### src/hw/seek_position_control_defines.vh
// constants for the seek sequencing block
// assumes inclusion by bare name from the design file
`ifndef SEEK_POSITION_CONTROL_DEFINES_VH
`define SEEK_POSITION_CONTROL_DEFINES_VH

// ****************************************
// register map (byte addresses)
// ****************************************
`define ADDR_CTRL 12'h000
`define ADDR_CYL 12'h004
`define ADDR_DIFF 12'h008
`define ADDR_STATUS 12'h00c
`define ADDR_SETTLE 12'h010

// ****************************************
// ctrl fields (write pulses)
// ****************************************
`define CTRL_SEEK_BIT 0
`define CTRL_DIR_BIT 1

// ****************************************
// status fields
// ****************************************
`define ST_COUNT_EN 0
`define ST_END_POS 1
`define ST_SLOW_MOT 2
`define ST_NORM_SEEK 3
`define ST_FWD 4
`define ST_ON_CYL 5
`define ST_UNSAFE 6
`define ST_PARKED 7
`define ST_ZERO_SEEK 8
`define ST_MAX_DAC 9
`define ST_CARRIAGE 10

// ****************************************
// count thresholds and settle timing
// ****************************************
`define MAX_DAC_LIMIT 8'h20
`define DIFF_ONE 8'h01
`define SETTLE_NS 1000000
`define CLK_NS 10

`endif

### src/hw/seek_position_control.v
// seek sequencing: track countdown, velocity/position handover, settle,
// return-to-zero seek and master clear on unsafe fault.
// assumes all inputs except presetn are synchronous to pclk; track_crossing_pulse and
// control select are one-cycle pulses from upstream logic.
//
// Decided for this implementation: the register offsets and the APB register port.
`timescale 1ns/1ps
`default_nettype none
`include "seek_position_control_defines.vh"

module seek_position_control #(
	parameter integer SETTLE_CYCLES = `SETTLE_NS / `CLK_NS,
	parameter integer DIFF_W = 8
) (
	input wire pclk, // bus and logic clock
	input wire presetn, // async reset, active low
	input wire psel, // apb select
	input wire penable, // apb access phase
	input wire pwrite, // apb direction
	input wire [11:0] paddr, // apb byte address
	input wire [31:0] pwdata, // apb write data
	output reg [31:0] prdata, // apb read data
	output wire pready, // apb ready
	output wire pslverr, // apb error on unmapped address
	input wire control_select, // tag strobe from control unit
	input wire address_bus_bit0, // address bus bit 0
	input wire address_bus_bit6, // address bus bit 6
	input wire track_crossing_pulse, // one pulse per track passed
	input wire speed_in_window, // arm speed within window
	input wire mech_on_cylinder_window, // mechanical on-cylinder window
	input wire optical_zero, // optical zero sensor
	input wire even_track_zone, // area around even track
	input wire park_switch_active, // retract micro-switch
	input wire unsafe_two, // second unsafe condition
	input wire start_clear, // external master clear request
	input wire [15:0] position_error, // position-derived error sample
	input wire [15:0] speed_difference, // speed-difference sample
	output reg [15:0] driver_signal, // selected servo drive value
	output wire position_servo_mode, // positioning mode
	output wire slow, // slow signal
	output wire max_at_converter, // max at converter
	output wire diff_count_at_one, // counter equals one
	output wire zero_seek_command_n, // return-to-zero command, active low
	output wire zero_seek_active, // return-to-zero seek
	output wire forward_direction, // carriage moves forward
	output wire track_zero, // at track zero
	output wire on_cylinder_prep, // on-cylinder preparation
	output wire on_cylinder_out, // on-cylinder to control unit
	output wire timing_counter_clear, // timing counter held reset
	output wire edge_polarity_select, // pass position uninverted when high
	output wire odd_track_select, // odd target track in positioning
	output wire parked_position, // arm parked
	output wire amp_block, // power amplifier input blocked
	output wire fault_lamp, // fault indicator
	output wire master_clear, // master clear pulse
	output wire unsafe_two_out, // unsafe two to control unit
	output wire alert_out // attention to control unit
);

	// ****************************************
	// state
	// ****************************************
	reg [DIFF_W-1:0] diff_ff;
	reg [7:0] cyl_addr_ff;
	reg count_enable_ff;
	reg end_of_position_ff;
	reg slow_motion_ff;
	reg normal_seek_ff;
	reg forward_direction_ff;
	reg carriage_in_pack_ff;
	reg park_switch_ff;
	reg unit_unsafe_ff;
	reg on_cyl_ff;
	reg zero_cmd_ff;
	reg oz_seen_ff;
	reg unsafe_d_ff;
	reg [31:0] settle_cnt_ff;
	reg [31:0] settle_len_ff;
	reg [31:0] nxt_rdata;

	wire wr_en;
	wire rd_en;
	wire addr_ok;
	wire seek_start;
	wire slow_reverse;
	wire forward_direction_set_term;
	wire slow_seek_pos_clear_term;
	wire position_clear_pulse;
	wire settle_oneshot_trig;
	wire settle_delay_oneshot;
	wire unsafe_rise;

	function is_mapped;
		input [11:0] a;
		begin
			is_mapped = (a == `ADDR_CTRL) || (a == `ADDR_CYL) || (a == `ADDR_DIFF) ||
				(a == `ADDR_STATUS) || (a == `ADDR_SETTLE);
		end
	endfunction

	// ****************************************
	// apb slave
	// ****************************************
	assign pready = 1'b1;
	assign addr_ok = is_mapped(paddr);
	assign pslverr = psel & penable & ~addr_ok;
	assign wr_en = psel & penable & pwrite & addr_ok;
	assign rd_en = psel & ~penable & ~pwrite;
	assign seek_start = wr_en && (paddr == `ADDR_CTRL) && pwdata[`CTRL_SEEK_BIT];

	always @* begin
		nxt_rdata = 32'h0000_0000;
		case (paddr)
			`ADDR_CYL: nxt_rdata[7:0] = cyl_addr_ff;
			`ADDR_DIFF: nxt_rdata[DIFF_W-1:0] = diff_ff;
			`ADDR_SETTLE: nxt_rdata = settle_len_ff;
			`ADDR_STATUS: begin
				nxt_rdata[`ST_COUNT_EN] = count_enable_ff;
				nxt_rdata[`ST_END_POS] = end_of_position_ff;
				nxt_rdata[`ST_SLOW_MOT] = slow_motion_ff;
				nxt_rdata[`ST_NORM_SEEK] = normal_seek_ff;
				nxt_rdata[`ST_FWD] = forward_direction_ff;
				nxt_rdata[`ST_ON_CYL] = on_cyl_ff;
				nxt_rdata[`ST_UNSAFE] = unit_unsafe_ff;
				nxt_rdata[`ST_PARKED] = park_switch_ff;
				nxt_rdata[`ST_ZERO_SEEK] = zero_seek_active;
				nxt_rdata[`ST_MAX_DAC] = max_at_converter;
				nxt_rdata[`ST_CARRIAGE] = carriage_in_pack_ff;
			end
			default: nxt_rdata = 32'h0000_0000;
		endcase
	end

	// read data is captured in the setup cycle so it stands through the access
	always @(posedge pclk or negedge presetn) begin
		if (!presetn) begin
			prdata <= 32'h0000_0000;
		end else if (rd_en) begin
			prdata <= nxt_rdata;
		end
	end

	// ****************************************
	// fault and master clear
	// ****************************************
	// only the rising edge clears; a held level would keep the unit in clear
	assign unsafe_rise = unsafe_two & ~unsafe_d_ff;
	assign master_clear = unsafe_rise | start_clear;
	assign fault_lamp = unit_unsafe_ff;
	assign unsafe_two_out = unit_unsafe_ff;
	assign alert_out = unit_unsafe_ff;

	always @(posedge pclk or negedge presetn) begin
		if (!presetn) begin
			unsafe_d_ff <= 1'b0;
			unit_unsafe_ff <= 1'b0;
			carriage_in_pack_ff <= 1'b0;
			park_switch_ff <= 1'b0;
		end else begin
			unsafe_d_ff <= unsafe_two;
			if (unsafe_rise) begin
				unit_unsafe_ff <= 1'b1;
			end else if (start_clear) begin
				unit_unsafe_ff <= 1'b0;
			end
			if (master_clear) begin
				carriage_in_pack_ff <= 1'b0;
			end else if (seek_start) begin
				carriage_in_pack_ff <= 1'b1;
			end
			if (park_switch_active) begin
				park_switch_ff <= 1'b1;
			end else if (seek_start) begin
				park_switch_ff <= 1'b0;
			end
		end
	end

	// ****************************************
	// track counting
	// ****************************************
	// forced high once count enable falls
	assign max_at_converter = count_enable_ff ? (diff_ff < `MAX_DAC_LIMIT) : 1'b1;
	assign diff_count_at_one = (diff_ff == `DIFF_ONE);

	always @(posedge pclk or negedge presetn) begin
		if (!presetn) begin
			diff_ff <= {DIFF_W{1'b0}};
			count_enable_ff <= 1'b0;
			cyl_addr_ff <= 8'h00;
		end else if (master_clear) begin
			count_enable_ff <= 1'b0;
			cyl_addr_ff <= 8'h00;
		end else if (seek_start) begin
			diff_ff <= pwdata[8+DIFF_W-1:8];
			cyl_addr_ff <= pwdata[31:24];
			count_enable_ff <= 1'b1;
		end else if (track_crossing_pulse && count_enable_ff) begin
			diff_ff <= diff_ff - {{(DIFF_W-1){1'b0}}, 1'b1};
			// clear on pulse at diff one
			if (diff_count_at_one) begin
				count_enable_ff <= 1'b0;
			end
		end
	end

	// ****************************************
	// end of position, slow motion, direction
	// ****************************************
	// zero seek request
	assign zero_seek_command_n = ~zero_cmd_ff;
	assign zero_seek_active = normal_seek_ff & slow_motion_ff;
	assign track_zero = oz_seen_ff & even_track_zone;
	assign slow_reverse = ~track_zero;
	assign forward_direction_set_term = track_zero & zero_seek_active;
	assign slow_seek_pos_clear_term = normal_seek_ff & track_zero;
	assign position_clear_pulse = (slow_seek_pos_clear_term & slow_motion_ff) | master_clear;
	assign slow = end_of_position_ff & ~position_clear_pulse;
	assign position_servo_mode = end_of_position_ff | park_switch_ff;
	assign parked_position = park_switch_ff;
	assign amp_block = park_switch_ff;
	assign forward_direction = forward_direction_ff;

	always @(posedge pclk or negedge presetn) begin
		if (!presetn) begin
			end_of_position_ff <= 1'b0;
			slow_motion_ff <= 1'b1;
			normal_seek_ff <= 1'b0;
			forward_direction_ff <= 1'b0;
			zero_cmd_ff <= 1'b0;
			oz_seen_ff <= 1'b0;
		end else begin
			zero_cmd_ff <= control_select & address_bus_bit6;
			if (optical_zero) begin
				oz_seen_ff <= 1'b1;
			end else if (!even_track_zone) begin
				oz_seen_ff <= 1'b0;
			end
			// end of position reset by clear
			if (position_clear_pulse || seek_start) begin
				end_of_position_ff <= 1'b0;
			// set at target or in window
			end else if ((count_enable_ff && track_crossing_pulse && diff_count_at_one)
				|| speed_in_window) begin
				end_of_position_ff <= 1'b1;
			end
			if (master_clear || zero_cmd_ff) begin
				slow_motion_ff <= 1'b1;
			end else if (settle_delay_oneshot && settle_cnt_ff == 32'h0000_0001) begin
				slow_motion_ff <= 1'b0;
			end
			if (master_clear) begin
				normal_seek_ff <= 1'b0;
			end else if (carriage_in_pack_ff) begin
				normal_seek_ff <= 1'b1;
			end
			if (master_clear) begin
				forward_direction_ff <= 1'b0;
			end else if (forward_direction_set_term) begin
				forward_direction_ff <= 1'b1;
			end else if (zero_seek_active && slow_reverse) begin
				forward_direction_ff <= 1'b0;
			end else if (seek_start) begin
				forward_direction_ff <= pwdata[`CTRL_DIR_BIT];
			end
		end
	end

	// ****************************************
	// settling one-shot and on-cylinder
	// ****************************************
	// retriggered settle
	assign settle_oneshot_trig = mech_on_cylinder_window & end_of_position_ff & ~on_cyl_ff;
	assign settle_delay_oneshot = (settle_cnt_ff != 32'h0000_0000);
	assign on_cylinder_prep = on_cyl_ff;
	assign on_cylinder_out = on_cyl_ff;
	assign timing_counter_clear = ~on_cyl_ff;

	always @(posedge pclk or negedge presetn) begin
		if (!presetn) begin
			settle_cnt_ff <= 32'h0000_0000;
			settle_len_ff <= 32'h0000_0000;
			on_cyl_ff <= 1'b0;
		end else begin
			if (wr_en && paddr == `ADDR_SETTLE) begin
				settle_len_ff <= pwdata;
			end
			if (!end_of_position_ff || master_clear) begin
				settle_cnt_ff <= 32'h0000_0000;
				on_cyl_ff <= 1'b0;
			end else if (settle_oneshot_trig && !settle_delay_oneshot) begin
				settle_cnt_ff <= (settle_len_ff != 32'h0000_0000) ? settle_len_ff :
					SETTLE_CYCLES;
			end else if (settle_delay_oneshot) begin
				if (settle_cnt_ff == 32'h0000_0001) begin
					on_cyl_ff <= 1'b1;
				end
				settle_cnt_ff <= mech_on_cylinder_window ? settle_cnt_ff - 32'h0000_0001 :
					((settle_len_ff != 32'h0000_0000) ? settle_len_ff : SETTLE_CYCLES);
			end
		end
	end

	// ****************************************
	// servo routing
	// ****************************************
	// polarity is inverted cylinder address register bit zero
	assign edge_polarity_select = ~cyl_addr_ff[0];
	assign odd_track_select = position_servo_mode & address_bus_bit0;

	// parked arm gets a zero drive on top of the blocked amplifier
	always @(posedge pclk or negedge presetn) begin
		if (!presetn) begin
			driver_signal <= 16'h0000;
		end else if (park_switch_ff) begin
			driver_signal <= 16'h0000;
		end else if (position_servo_mode) begin
			driver_signal <= edge_polarity_select ? position_error : -position_error;
		end else begin
			driver_signal <= speed_difference;
		end
	end

	// a non-zero settle register overrides SETTLE_CYCLES, so software
	// can shorten the wait without rebuilding the block

endmodule // seek_position_control
`default_nettype wire

### config.mk
export PLATFORM = sky130hd
export DESIGN_NAME = seek_position_control
export DESIGN_NICKNAME = d
export VERILOG_FILES = /design/src/hw/seek_position_control.v
export VERILOG_INCLUDE_DIRS = /design/src /design/src/hw
export SDC_FILE = /design/constraint.sdc
export NUM_CORES = 1
export LEC_CHECK = 0
export BUFFER_PORTS_ARGS = -buffer_cell sky130_fd_sc_hd__buf_2
export CAP_MARGIN = 0
export CORE_ASPECT_RATIO = 0.9
export CORE_MARGIN = 2
export CORE_UTILIZATION = 25
export DETAILED_ROUTE_END_ITERATION = 12
export SYNTH_ARGS = -nofsm -noshare
export SYNTH_HDL_FRONTEND = slang
export SYNTH_SLANG_ARGS = --single-unit
### constraint.sdc
create_clock -name pclk -period 2.7 [get_ports pclk]
set_input_delay 0.54 -clock pclk [delete_from_list [all_inputs] [get_ports pclk]]
set_output_delay 0.54 -clock pclk [all_outputs]
set_load 0.01 [all_outputs]
# After elaboration in Yosys (flattened, before gate mapping)
# Index checks and enable logic that the tools add are counted.
[op_classes]
bitwise_logic = 30
n_eq_ne = 8
magnitude_cmp = 1
addsub = 3
n_mux = 42
reduce_logical = 37
[ops]
columns = ["op", "count"]
rows = [
  ["2-to-1 mux 32 bit", 5],
  ["nonzero test 32 bit", 2],
  ["2-to-1 mux 16 bit", 3],
  ["equality test 32 x 1 -> 1 bit, second input constant", 1],
  ["2-to-1 mux 8 bit", 4],
  ["case mux 8 bit (4 select lines)", 1],
  ["subtractor 32 x 1 -> 32 bit, second input constant", 1],
  ["2-to-1 mux 1 bit", 27],
  ["equality test 12 x 4 -> 1 bit, second input constant", 2],
  ["2-to-1 mux 21 bit", 1],
  ["nonzero test 2 bit", 9],
  ["AND 1 bit", 17],
  ["negator 16 bit", 1],
  ["equality test 12 x 3 -> 1 bit, second input constant", 1],
  ["equality test 12 x 5 -> 1 bit, second input constant", 1],
  ["logical NOT 12 bit", 1],
  ["inverter 1 bit", 10],
  ["nonzero test 3 bit", 3],
  ["equality test 8 x 1 -> 1 bit, second input constant", 1],
  ["logical AND 1 bit", 8],
  ["logical OR 1 bit", 8],
  ["< comparator 8 x 6 -> 1 bit, second input constant", 1],
  ["subtractor 8 x 1 -> 8 bit, second input constant", 1],
  ["case mux 3 bit (2 select lines)", 1],
  ["other kinds (6)", 11],
]
[totals]
reg_bits = 140
word_cells = 139

# Longest topological paths before layout
# Gate-level depths: netlist of the first run.
[logic_depth]
depth_word = 12
mapped_depth = 9

# Worst setup path before layout of the first run
# Ideal clock, no wire load.
[synth_timing]
path_kind = "input to output"
startpoint = "input paddr[9]"
endpoint = "output pslverr"
t_required_ps = 2160
t_arrival_ps = 2043
path_slack_ps = 117
cell_stages = 7
cell_sequence = "nor4_1 > and3_1 > and3_1 > clkbuf_1 > clkbuf_1 > buf_1 > nor3_1"
[synth_between]
elab_chain_len = 7
[synth_lines]
columns = ["element", "line_no", "text"]
rows = [
  ["start: declaration", "seek_position_control.v:20", "input wire [11:0] paddr,"],
  ["equality test 12 x 3 -> 1 bit or logical NOT 12 bit (tied branches)", "n/a", ""],
  ["logical OR 1 bit (3 in a row)", "seek_position_control.v:96", "is_mapped = (a == `ADDR_CTRL) || (a == `ADDR_CYL) || (a == `ADDR_DIFF) ||"],
  ["logical OR 1 bit (*)", "seek_position_control.v:96", ""],
  ["inverter 1 bit (*)", "seek_position_control.v:106", "assign pslverr = psel & penable & ~addr_ok;"],
  ["AND 1 bit (*)", "seek_position_control.v:106", ""],
  ["end: declaration", "seek_position_control.v:24", "output wire pslverr,"],
]
# Mark *: on every way between the ends. The rest lies on a longest branch, timed or not.

# Worst setup path after layout of the first run
[layout_timing]
startpoint = "register settle_cnt_ff[26]"
endpoint = "register settle_cnt_ff[23]"
[layout_between]
elab_chain_len = 5
[layout_lines]
columns = ["element", "line_no", "text"]
rows = [
  ["start: declaration", "seek_position_control.v:77", "reg [31:0] settle_cnt_ff;"],
  ["start signal: assignment", "seek_position_control.v:292", "settle_cnt_ff <= (settle_len_ff != 32'h0000_0000) ? settle_len_ff :"],
  ["start signal: assignment", "seek_position_control.v:298", "settle_cnt_ff <= mech_on_cylinder_window ? settle_cnt_ff - 32'h0000_0001 :"],
  ["nonzero test 32 bit (*)", "seek_position_control.v:274", "assign settle_delay_oneshot = (settle_cnt_ff != 32'h0000_0000);"],
  ["logical NOT 1 bit", "seek_position_control.v:291", "end else if (settle_oneshot_trig && !settle_delay_oneshot) begin"],
  ["logical AND 1 bit", "seek_position_control.v:291", ""],
  ["2-to-1 mux 32 bit", "seek_position_control.v:291", ""],
  ["2-to-1 mux 32 bit", "seek_position_control.v:288", "if (!end_of_position_ff || master_clear) begin"],
]
# Marks and branches as above.
# A chain may end at the register's enable or synchronous reset.

==> results.py, run 1 <==
metrics = {
    "synthesis": {
        "synth_top_family_by_area": "simple AND/OR/NAND/NOR gates",
        "synth_flop_cell": "dfrtp_1",
        "synthArstFlopShare": 1.000,
        "synth_edf_count": 0,
        "synth_seq_area_share": 0.4900,
        "synth_compound_area_frac": 0.1377,
        "synth_area_leaders": "dfrtp_1 (49%), mux2_2 (5.4%), nand2_1 (4.7%)",
        "ys_types": 62,
        "yosys.area.top_type": "dfrtp_1",
        "synth-seq-cells": 140,
        "muxShareOfSynthArea": 0.06421,
        "postSynthCellCount": 724,
        "syn_avg_cell_area_um2": 9.878,
        "syn-num-nets": 822,
        "synth_top_area_frac": 0.4864,
        "yosysWarnings": 0,
        "synth_xor_area_frac": 0.05143,
        "syn_area_mm2": 0.007152,
        "synthSimpleGateAreaFrac": 0.2049,
        "synth-adder-area-share": 0.01050,
    },
    "setup_path": {
        "required_ns": 3.00,
        "worst-path-buf-inv": 1,
        "startpoint_type": "flop",
        "cp_max_fo": 29,
        "critPathMaxStageDelay_ns": 0.57,
        "path_delay_family": "simple AND/OR/NAND/NOR gates",
        "crit_top_cell": "or4_4",
        "crit_chain": "or4_4 > or4_4 > nor4_4 > nand3_2 > o21ai_2 > buf_12 > a311oi_1",
        "crit_type": "reg2reg",
        "critPathSlowestCell": "or4_4",
        "crit_path_end_kind": "flop",
        "crit_arrival_ns": 2.90,
    },
    "global_routing": {
        "grt.overflow.total": 0,
        "grt_max_degree": 64,
        "gr-usage-all-layers": 0.1444,
        "grt_pass1_wl_um": 33680,
        "antenna_found_initial": 2,
        "grt_pass1_vias": 6032,
    },
    "route": {
        "avgRoutedWirePerCell_um": 16.93,
        "dr.pass1.iters": 4,
        "drt_iter0_markers": 300,
        "ant_nets": 0,
        "vias_per_cell": 4.859,
        "post-route-drc-count": 0,
        "wl_um": 21300,
        "vias": 6112,
    },
    "pwr": {
        "combPwrFrac": 0.216,
        "swShare": 0.3000,
        "intPower_mw": 4.112,
        "pwr-share-seq": 0.375,
        "power.switching_mw": 1.762,
        "p_per_area_mw_per_mm2": 645.9,
        "fin_total_pwr_mw": 5.875,
        "power.leakage_nw": 4.446,
        "max-vdd-ir-drop_v": 0.0003550,
        "clkPwrFrac": 0.410,
    },
    "sta": {
        "hold_viol": 0,
        "fin_ws_ns": 0.09947,
        "fmax_ghz": 0.3845,
        "rsz0062_at_grt": "true",
        "tightestPinTransition_ns": 0.6753,
        "period_needed_ns": 2.601,
        "setup_violations": 0,
        "fin_worst_skew_ns": 0.009390,
        "finalCritPeriodShare": 0.9632,
        "holdWs_ns": 0.08059,
        "slew_headroom": 0.5463,
        "drv_slew": 0,
    },
    "final_layout": {
        "nFillCells": 2914,
        "finalInstanceArea_mm2": 0.009095,
        "finalNetCount": 982,
        "multi_input_area_mm2": 0.003393,
        "drive_above_1_share": 0.3211,
        "area_delta_synth_final_pct": 27.17,
        "regArea_mm2": 0.003505,
    },
    "cts": {
        "tritoncts": "built",
        "cts.reportedPaths.clkPinSlew_ns": 0.06,
        "clockRootBuffer": "clkbuf_16",
        "clock_latency_ns": 0.43,
        "cts_buffers": 17,
        "clockBufferDepth": 2,
        "ctsHoldBuffers": 0,
        "clock-sinks": 140,
        "cts_max_level": 4,
    },
    "status": {
        "status": "finished, final reports clean",
    },
    "floorplanning": {
        "die-area_mm2": 0.02998,
        "start_util": 0.2553,
        "num_rows": 58,
        "die_y_um": 164.5,
        "core_area_mm2": 0.02801,
        "die_width_um": 182.3,
        "pin_count": 161,
    },
    "placement": {
        "gp_congestion": 0.8655,
        "dp_hpwl_um": 15530,
        "io_buffers": 159,
        "pre_cts_slack_ns": 0.1017,
        "postPlaceCellArea_mm2": 0.008466,
    },
    "min_path": {
        "hp-class": "in2async",
    },
    "flow_run": {
        "maxCapViolations": 0,
    },
}
## registers in the layout, indices dropped and copies added (netlist names)
signal               flops
prdata                  32
settle_cnt_ff           32
settle_len_ff           32
driver_signal           16
cyl_addr_ff              8
diff_ff                  8
alert_out                1
amp_block                1
carriage_in_pack_ff      1
count_enable_ff          1
end_of_position_ff       1
forward_direction        1
normal_seek_ff           1
on_cylinder_out          1
oz_seen_ff               1
slow_motion_ff           1
unsafe_d_ff              1
zero_cmd_ff              1
## cells by family after synthesis
kind of cell,count (synthesis)
compound gates,127
xor+xnor,42
fa+ha+maj,6
buf+inv,64
flops,140
mux,41
other cells,1
simple gates,303
## cells in the mapped netlist (16+ instances only)
| master | number |
|---|---|
| xor2_1 | 26 |
| nor3_1 | 29 |
| xnor2_1 | 16 |
| a211oi_2 | 20 |
| mux2_2 | 34 |
| inv_1 | 18 |
| a21oi_1 | 30 |
| nor4_1 | 19 |
| nor2_1 | 80 |
| a211oi_1 | 24 |
| nand3_1 | 34 |
| clkbuf_1 | 28 |
| nand2_1 | 90 |
| dfrtp_1 | 139 |
## worst reg2reg max path: stages (launching register included)
cell and delay [ns]:
dfrtp_1 0.40, or4_4 0.57, or4_4 0.45, nor4_4 0.29, nand3_2 0.23, o21ai_2 0.22, buf_12 0.23, a311oi_1 0.09
## stage by stage
step	cells	utilization	TNS (ns)
2_1_floorplan	724	-	0
3_3_place_gp	1224	0.3022	0
3_5_place_dp	1224	0.3022	0
4_1_cts	1256	0.3237	0
5_1_grt	1258	0.3247	-0.01979
6_report	1258	0.3247	0
## final timing paths
check | slack (ns) | start | cells after the start | to
max | 0.1 | settle_cnt_ff[26] | 7 | settle_cnt_ff[23]
min | 0.08 | presetn | 1 | diff_ff[3]
max reg2reg | 0.1 | settle_cnt_ff[26] | 7 | settle_cnt_ff[23]
min reg2reg | 0.47 | prdata[20] | 2 | prdata[20]
max in group asynchronous | 1.86 | presetn | 2 | diff_ff[1]
min in group pclk | 0.24 | unsafe_two | 1 | unsafe_d_ff
## layout by cell type, fill, tap and decap left out, types with 15 or more instances in the layout
cell type,instances
nand2_1,90
inv_1,18
o21ai_0,15
nor4_1,19
mux2_2,34
xor2_1,26
buf_2,158
clkbuf_16,17
a211oi_1,24
dfrtp_1,139
nand3_1,34
a21oi_1,30
nor2_1,80
a211oi_2,20
nor3_1,28
xnor2_1,16
buf_4,23
## power groups by stage
stage	clock network [mW]	logic (mW)	registers, mW
after floorplan	0	0.826	2.24
after global placement	0	1.25	2.24
after detailed placement	0	1.24	2.24
after CTS	2.45	1.26	2.20
after global routing	2.54	1.39	2.21
final	2.41	1.27	2.20
## cell type report
type                            instances  area share
Multi-Input combinational cell        520      0.3731
Inverter                               18    0.007429
Clock buffer                           20     0.05131
Clock inverter                         12     0.01486
Timing Repair Buffer                  187      0.1182
Tap cell                              360     0.04953
Antenna cell                            1   0.0002751
Sequential cell                       140      0.3853
## repair_timing
| item | 4_1_cts | 5_1_grt |
|---|---|---|
| buffers inserted | 0 | 1 |
| resized for setup | 0 | 3 |
| endpoints found under the setup margin | 0 | 4 |
## layer usage
metal	GRT usage	vias up	wire length, um
li1	-	2902	-
met1	0.1864	3029	9564
met2	0.2427	152	10350
met3	0.02734	27	930
met4	0.05242	2	442
met5	0	-	9
Power figures use the tool's default switching activity.
==> inputs of run 2 (changes only) <==
--- a/config.mk
+++ b/config.mk
@@ -15,3 +15,4 @@
 export SYNTH_ARGS = -nofsm -noshare
 export SYNTH_HDL_FRONTEND = slang
 export SYNTH_SLANG_ARGS = --single-unit
+export TNS_END_PERCENT = 20
==> constraint.sdc (replaced) <==
create_clock -name pclk -period 2.86 [get_ports pclk]
set_input_delay 0.572 -clock pclk [delete_from_list [all_inputs] [get_ports pclk]]
set_output_delay 0.572 -clock pclk [all_outputs]
set_load 0.01 [all_outputs]
==> run 2 against run 1 <==
  * Clock skew is 0.00084 ns lower
  * Clock-buffer cell count rose by 1
  * Sequential share of layout area is 0.39 points higher
  * First-iteration DRC count grew 12%
  * Critical path type is now reg2out
  * Largest power group unchanged
==> results.py, run 2 (same netlist as run 1, synthesis figures left out) <==
metrics = {
    "setup_path": {
        "worst-path-buf-inv": 1,
        "critPathMaxStageDelay_ns": 0.55,
        "path_delay_family": "simple AND/OR/NAND/NOR gates",
        "crit_path_end_kind": "primary output",
        "required_ns": 2.29,
        "crit_chain": "nor3_1 > nand2_1 > nor4b_1 > buf_2",
        "critPathSlowestCell": "nor4b_1",
        "crit_arrival_ns": 2.13,
        "cp_max_fo": 6,
        "crit_type": "reg2out",
        "startpoint_type": "flop",
    },
    "final_layout": {
        "drive_above_1_share": 0.3131,
        "final_core_util": 0.3215,
        "mostFrequentLayoutCells": "buf_2 (158), dfrtp_1 (139), nand2_1 (90)",
        "finalNetCount": 977,
        "largestRegisters": "prdata: 32 flops, settle_cnt_ff: 32 flops, settle_len_ff: 32 flops",
        "fin_cells": 1251,
        "area_delta_synth_final_pct": 25.91,
        "nFillCells": 2914,
        "antenna_cells": 0,
        "final_common_cell": "buf_2",
    },
    "pwr": {
        "power.switching_mw": 1.610,
        "clkPwrFrac": 0.406,
        "pwr-share-seq": 0.380,
        "swShare": 0.2937,
        "combPwrFrac": 0.214,
        "max-vdd-ir-drop_v": 0.0004003,
        "p_per_area_mw_per_mm2": 608.7,
        "intPower_mw": 3.872,
        "power.leakage_nw": 4.406,
    },
    "cts": {
        "cts_max_level": 4,
        "clock_latency_ns": 0.42,
        "ctsHoldBuffers": 0,
        "cts_buffers": 17,
        "clockBufferDepth": 2,
        "tritoncts": "built",
        "cts.reportedPaths.clkPinSlew_ns": 0.06,
        "post_cts_resized": 0,
        "clockRootBuffer": "clkbuf_16",
        "clock-sinks": 140,
        "postCtsSetupBuffers": 0,
    },
    "route": {
        "wl_um": 21000,
        "drt_iter0_markers": 336,
        "vias": 6054,
        "ant_nets": 0,
        "post-route-drc-count": 0,
        "dr.pass1.iters": 5,
        "vias_per_cell": 4.839,
        "avgRoutedWirePerCell_um": 16.78,
    },
    "sta": {
        "fin_ws_ns": 0.1572,
        "fmax_ghz": 0.3700,
        "fin_worst_skew_ns": 0.008555,
        "setup_tns_ns": 0,
        "tightestPinTransition_ns": 0.7118,
        "drv_slew": 0,
        "rsz0062_at_grt": "false",
        "setup_violations": 0,
        "slew_headroom": 0.5218,
        "hold_viol": 0,
        "period_needed_ns": 2.703,
        "finalCritPeriodShare": 0.9450,
    },
    "floorplanning": {
        "die-area_mm2": 0.02998,
        "die_y_um": 164.5,
        "core_area_mm2": 0.02801,
        "num_rows": 58,
        "die_width_um": 182.3,
        "pin_count": 161,
        "start_util": 0.2553,
    },
    "placement": {
        "gp_congestion": 0.8357,
        "dp_hpwl_um": 15450,
        "dp.cells": 1220,
        "io_buffers": 159,
        "pre_cts_slack_ns": 0.2207,
    },
    "global_routing": {
        "antenna_found_initial": 1,
        "grt_pass1_wl_um": 33430,
        "grt_max_degree": 64,
        "grt_pass1_vias": 6018,
        "grt.overflow.total": 0,
        "gr-usage-all-layers": 0.1441,
    },
    "flow_run": {
        "maxCapViolations": 0,
    },
    "min_path": {
        "hp-class": "in2async",
    },
    "status": {
        "status": "finished, final reports clean",
    },
}
[run 2: changes by cell type in the layout (fill, tap and decap cells not counted), sizes merged]
cell / delta
buf: -5
clkbuf: +1
diode: -1
inv: -2
[run 2: power by group through the flow]
stage	registers, mW	clock network, mW	logic, mW
floorplan	2.12	0	0.780
global placement	2.11	0	1.16
detailed placement	2.12	0	1.17
CTS	2.08	2.28	1.18
global route	2.09	2.35	1.30
finish	2.08	2.23	1.17
[run 2: metrics by stage]
stage	area [um2]	total power, mW	hold WS [ns]
after floorplan	7152	2.896	0.2764
after global routing	9005	5.737	0.1934
after CTS	9005	5.537	0.1678
after detailed placement	8411	3.286	0.4503
after global placement	8411	3.275	0.4500
final	9005	5.482	0.1543
[run 2: worst paths after layout]
kind | startpoint | to | slack (ns) | cells past startpoint
max | diff_ff[4] | diff_count_at_one | 0.16 | 4
min in group pclk | unsafe_two | unsafe_d_ff | 0.28 | 1
min reg2reg | prdata[31] | prdata[31] | 0.46 | 2
max in group asynchronous | presetn | slow_motion_ff | 1.97 | 2
min | presetn | prdata[4] | 0.15 | 1
max reg2reg | settle_cnt_ff[26] | settle_cnt_ff[16] | 0.21 | 7
[run 2: cell type report]
class                   instances  area, um2  share of cell area
clock inverters                10      113.9             0.01264
flip-flops and latches        140       3505              0.3892
repair buffers                182       1012              0.1124
inverters                      18      67.56            0.007503
well taps                     360      450.4             0.05002
clock buffers                  21      480.5             0.05336
multi-input cells             520       3376              0.3749
[run 2: routing by layer]
layer | vias to the layer above | share of wire | GRT usage
met2 | 148 | 0.49 | 0.2443
met1 | 2989 | 0.45 | 0.1870
li1 | 2891 | - | -
met4 | 2 | 0.013 | 0.03812
met5 | - | 0.00043 | 0
met3 | 24 | 0.048 | 0.03175
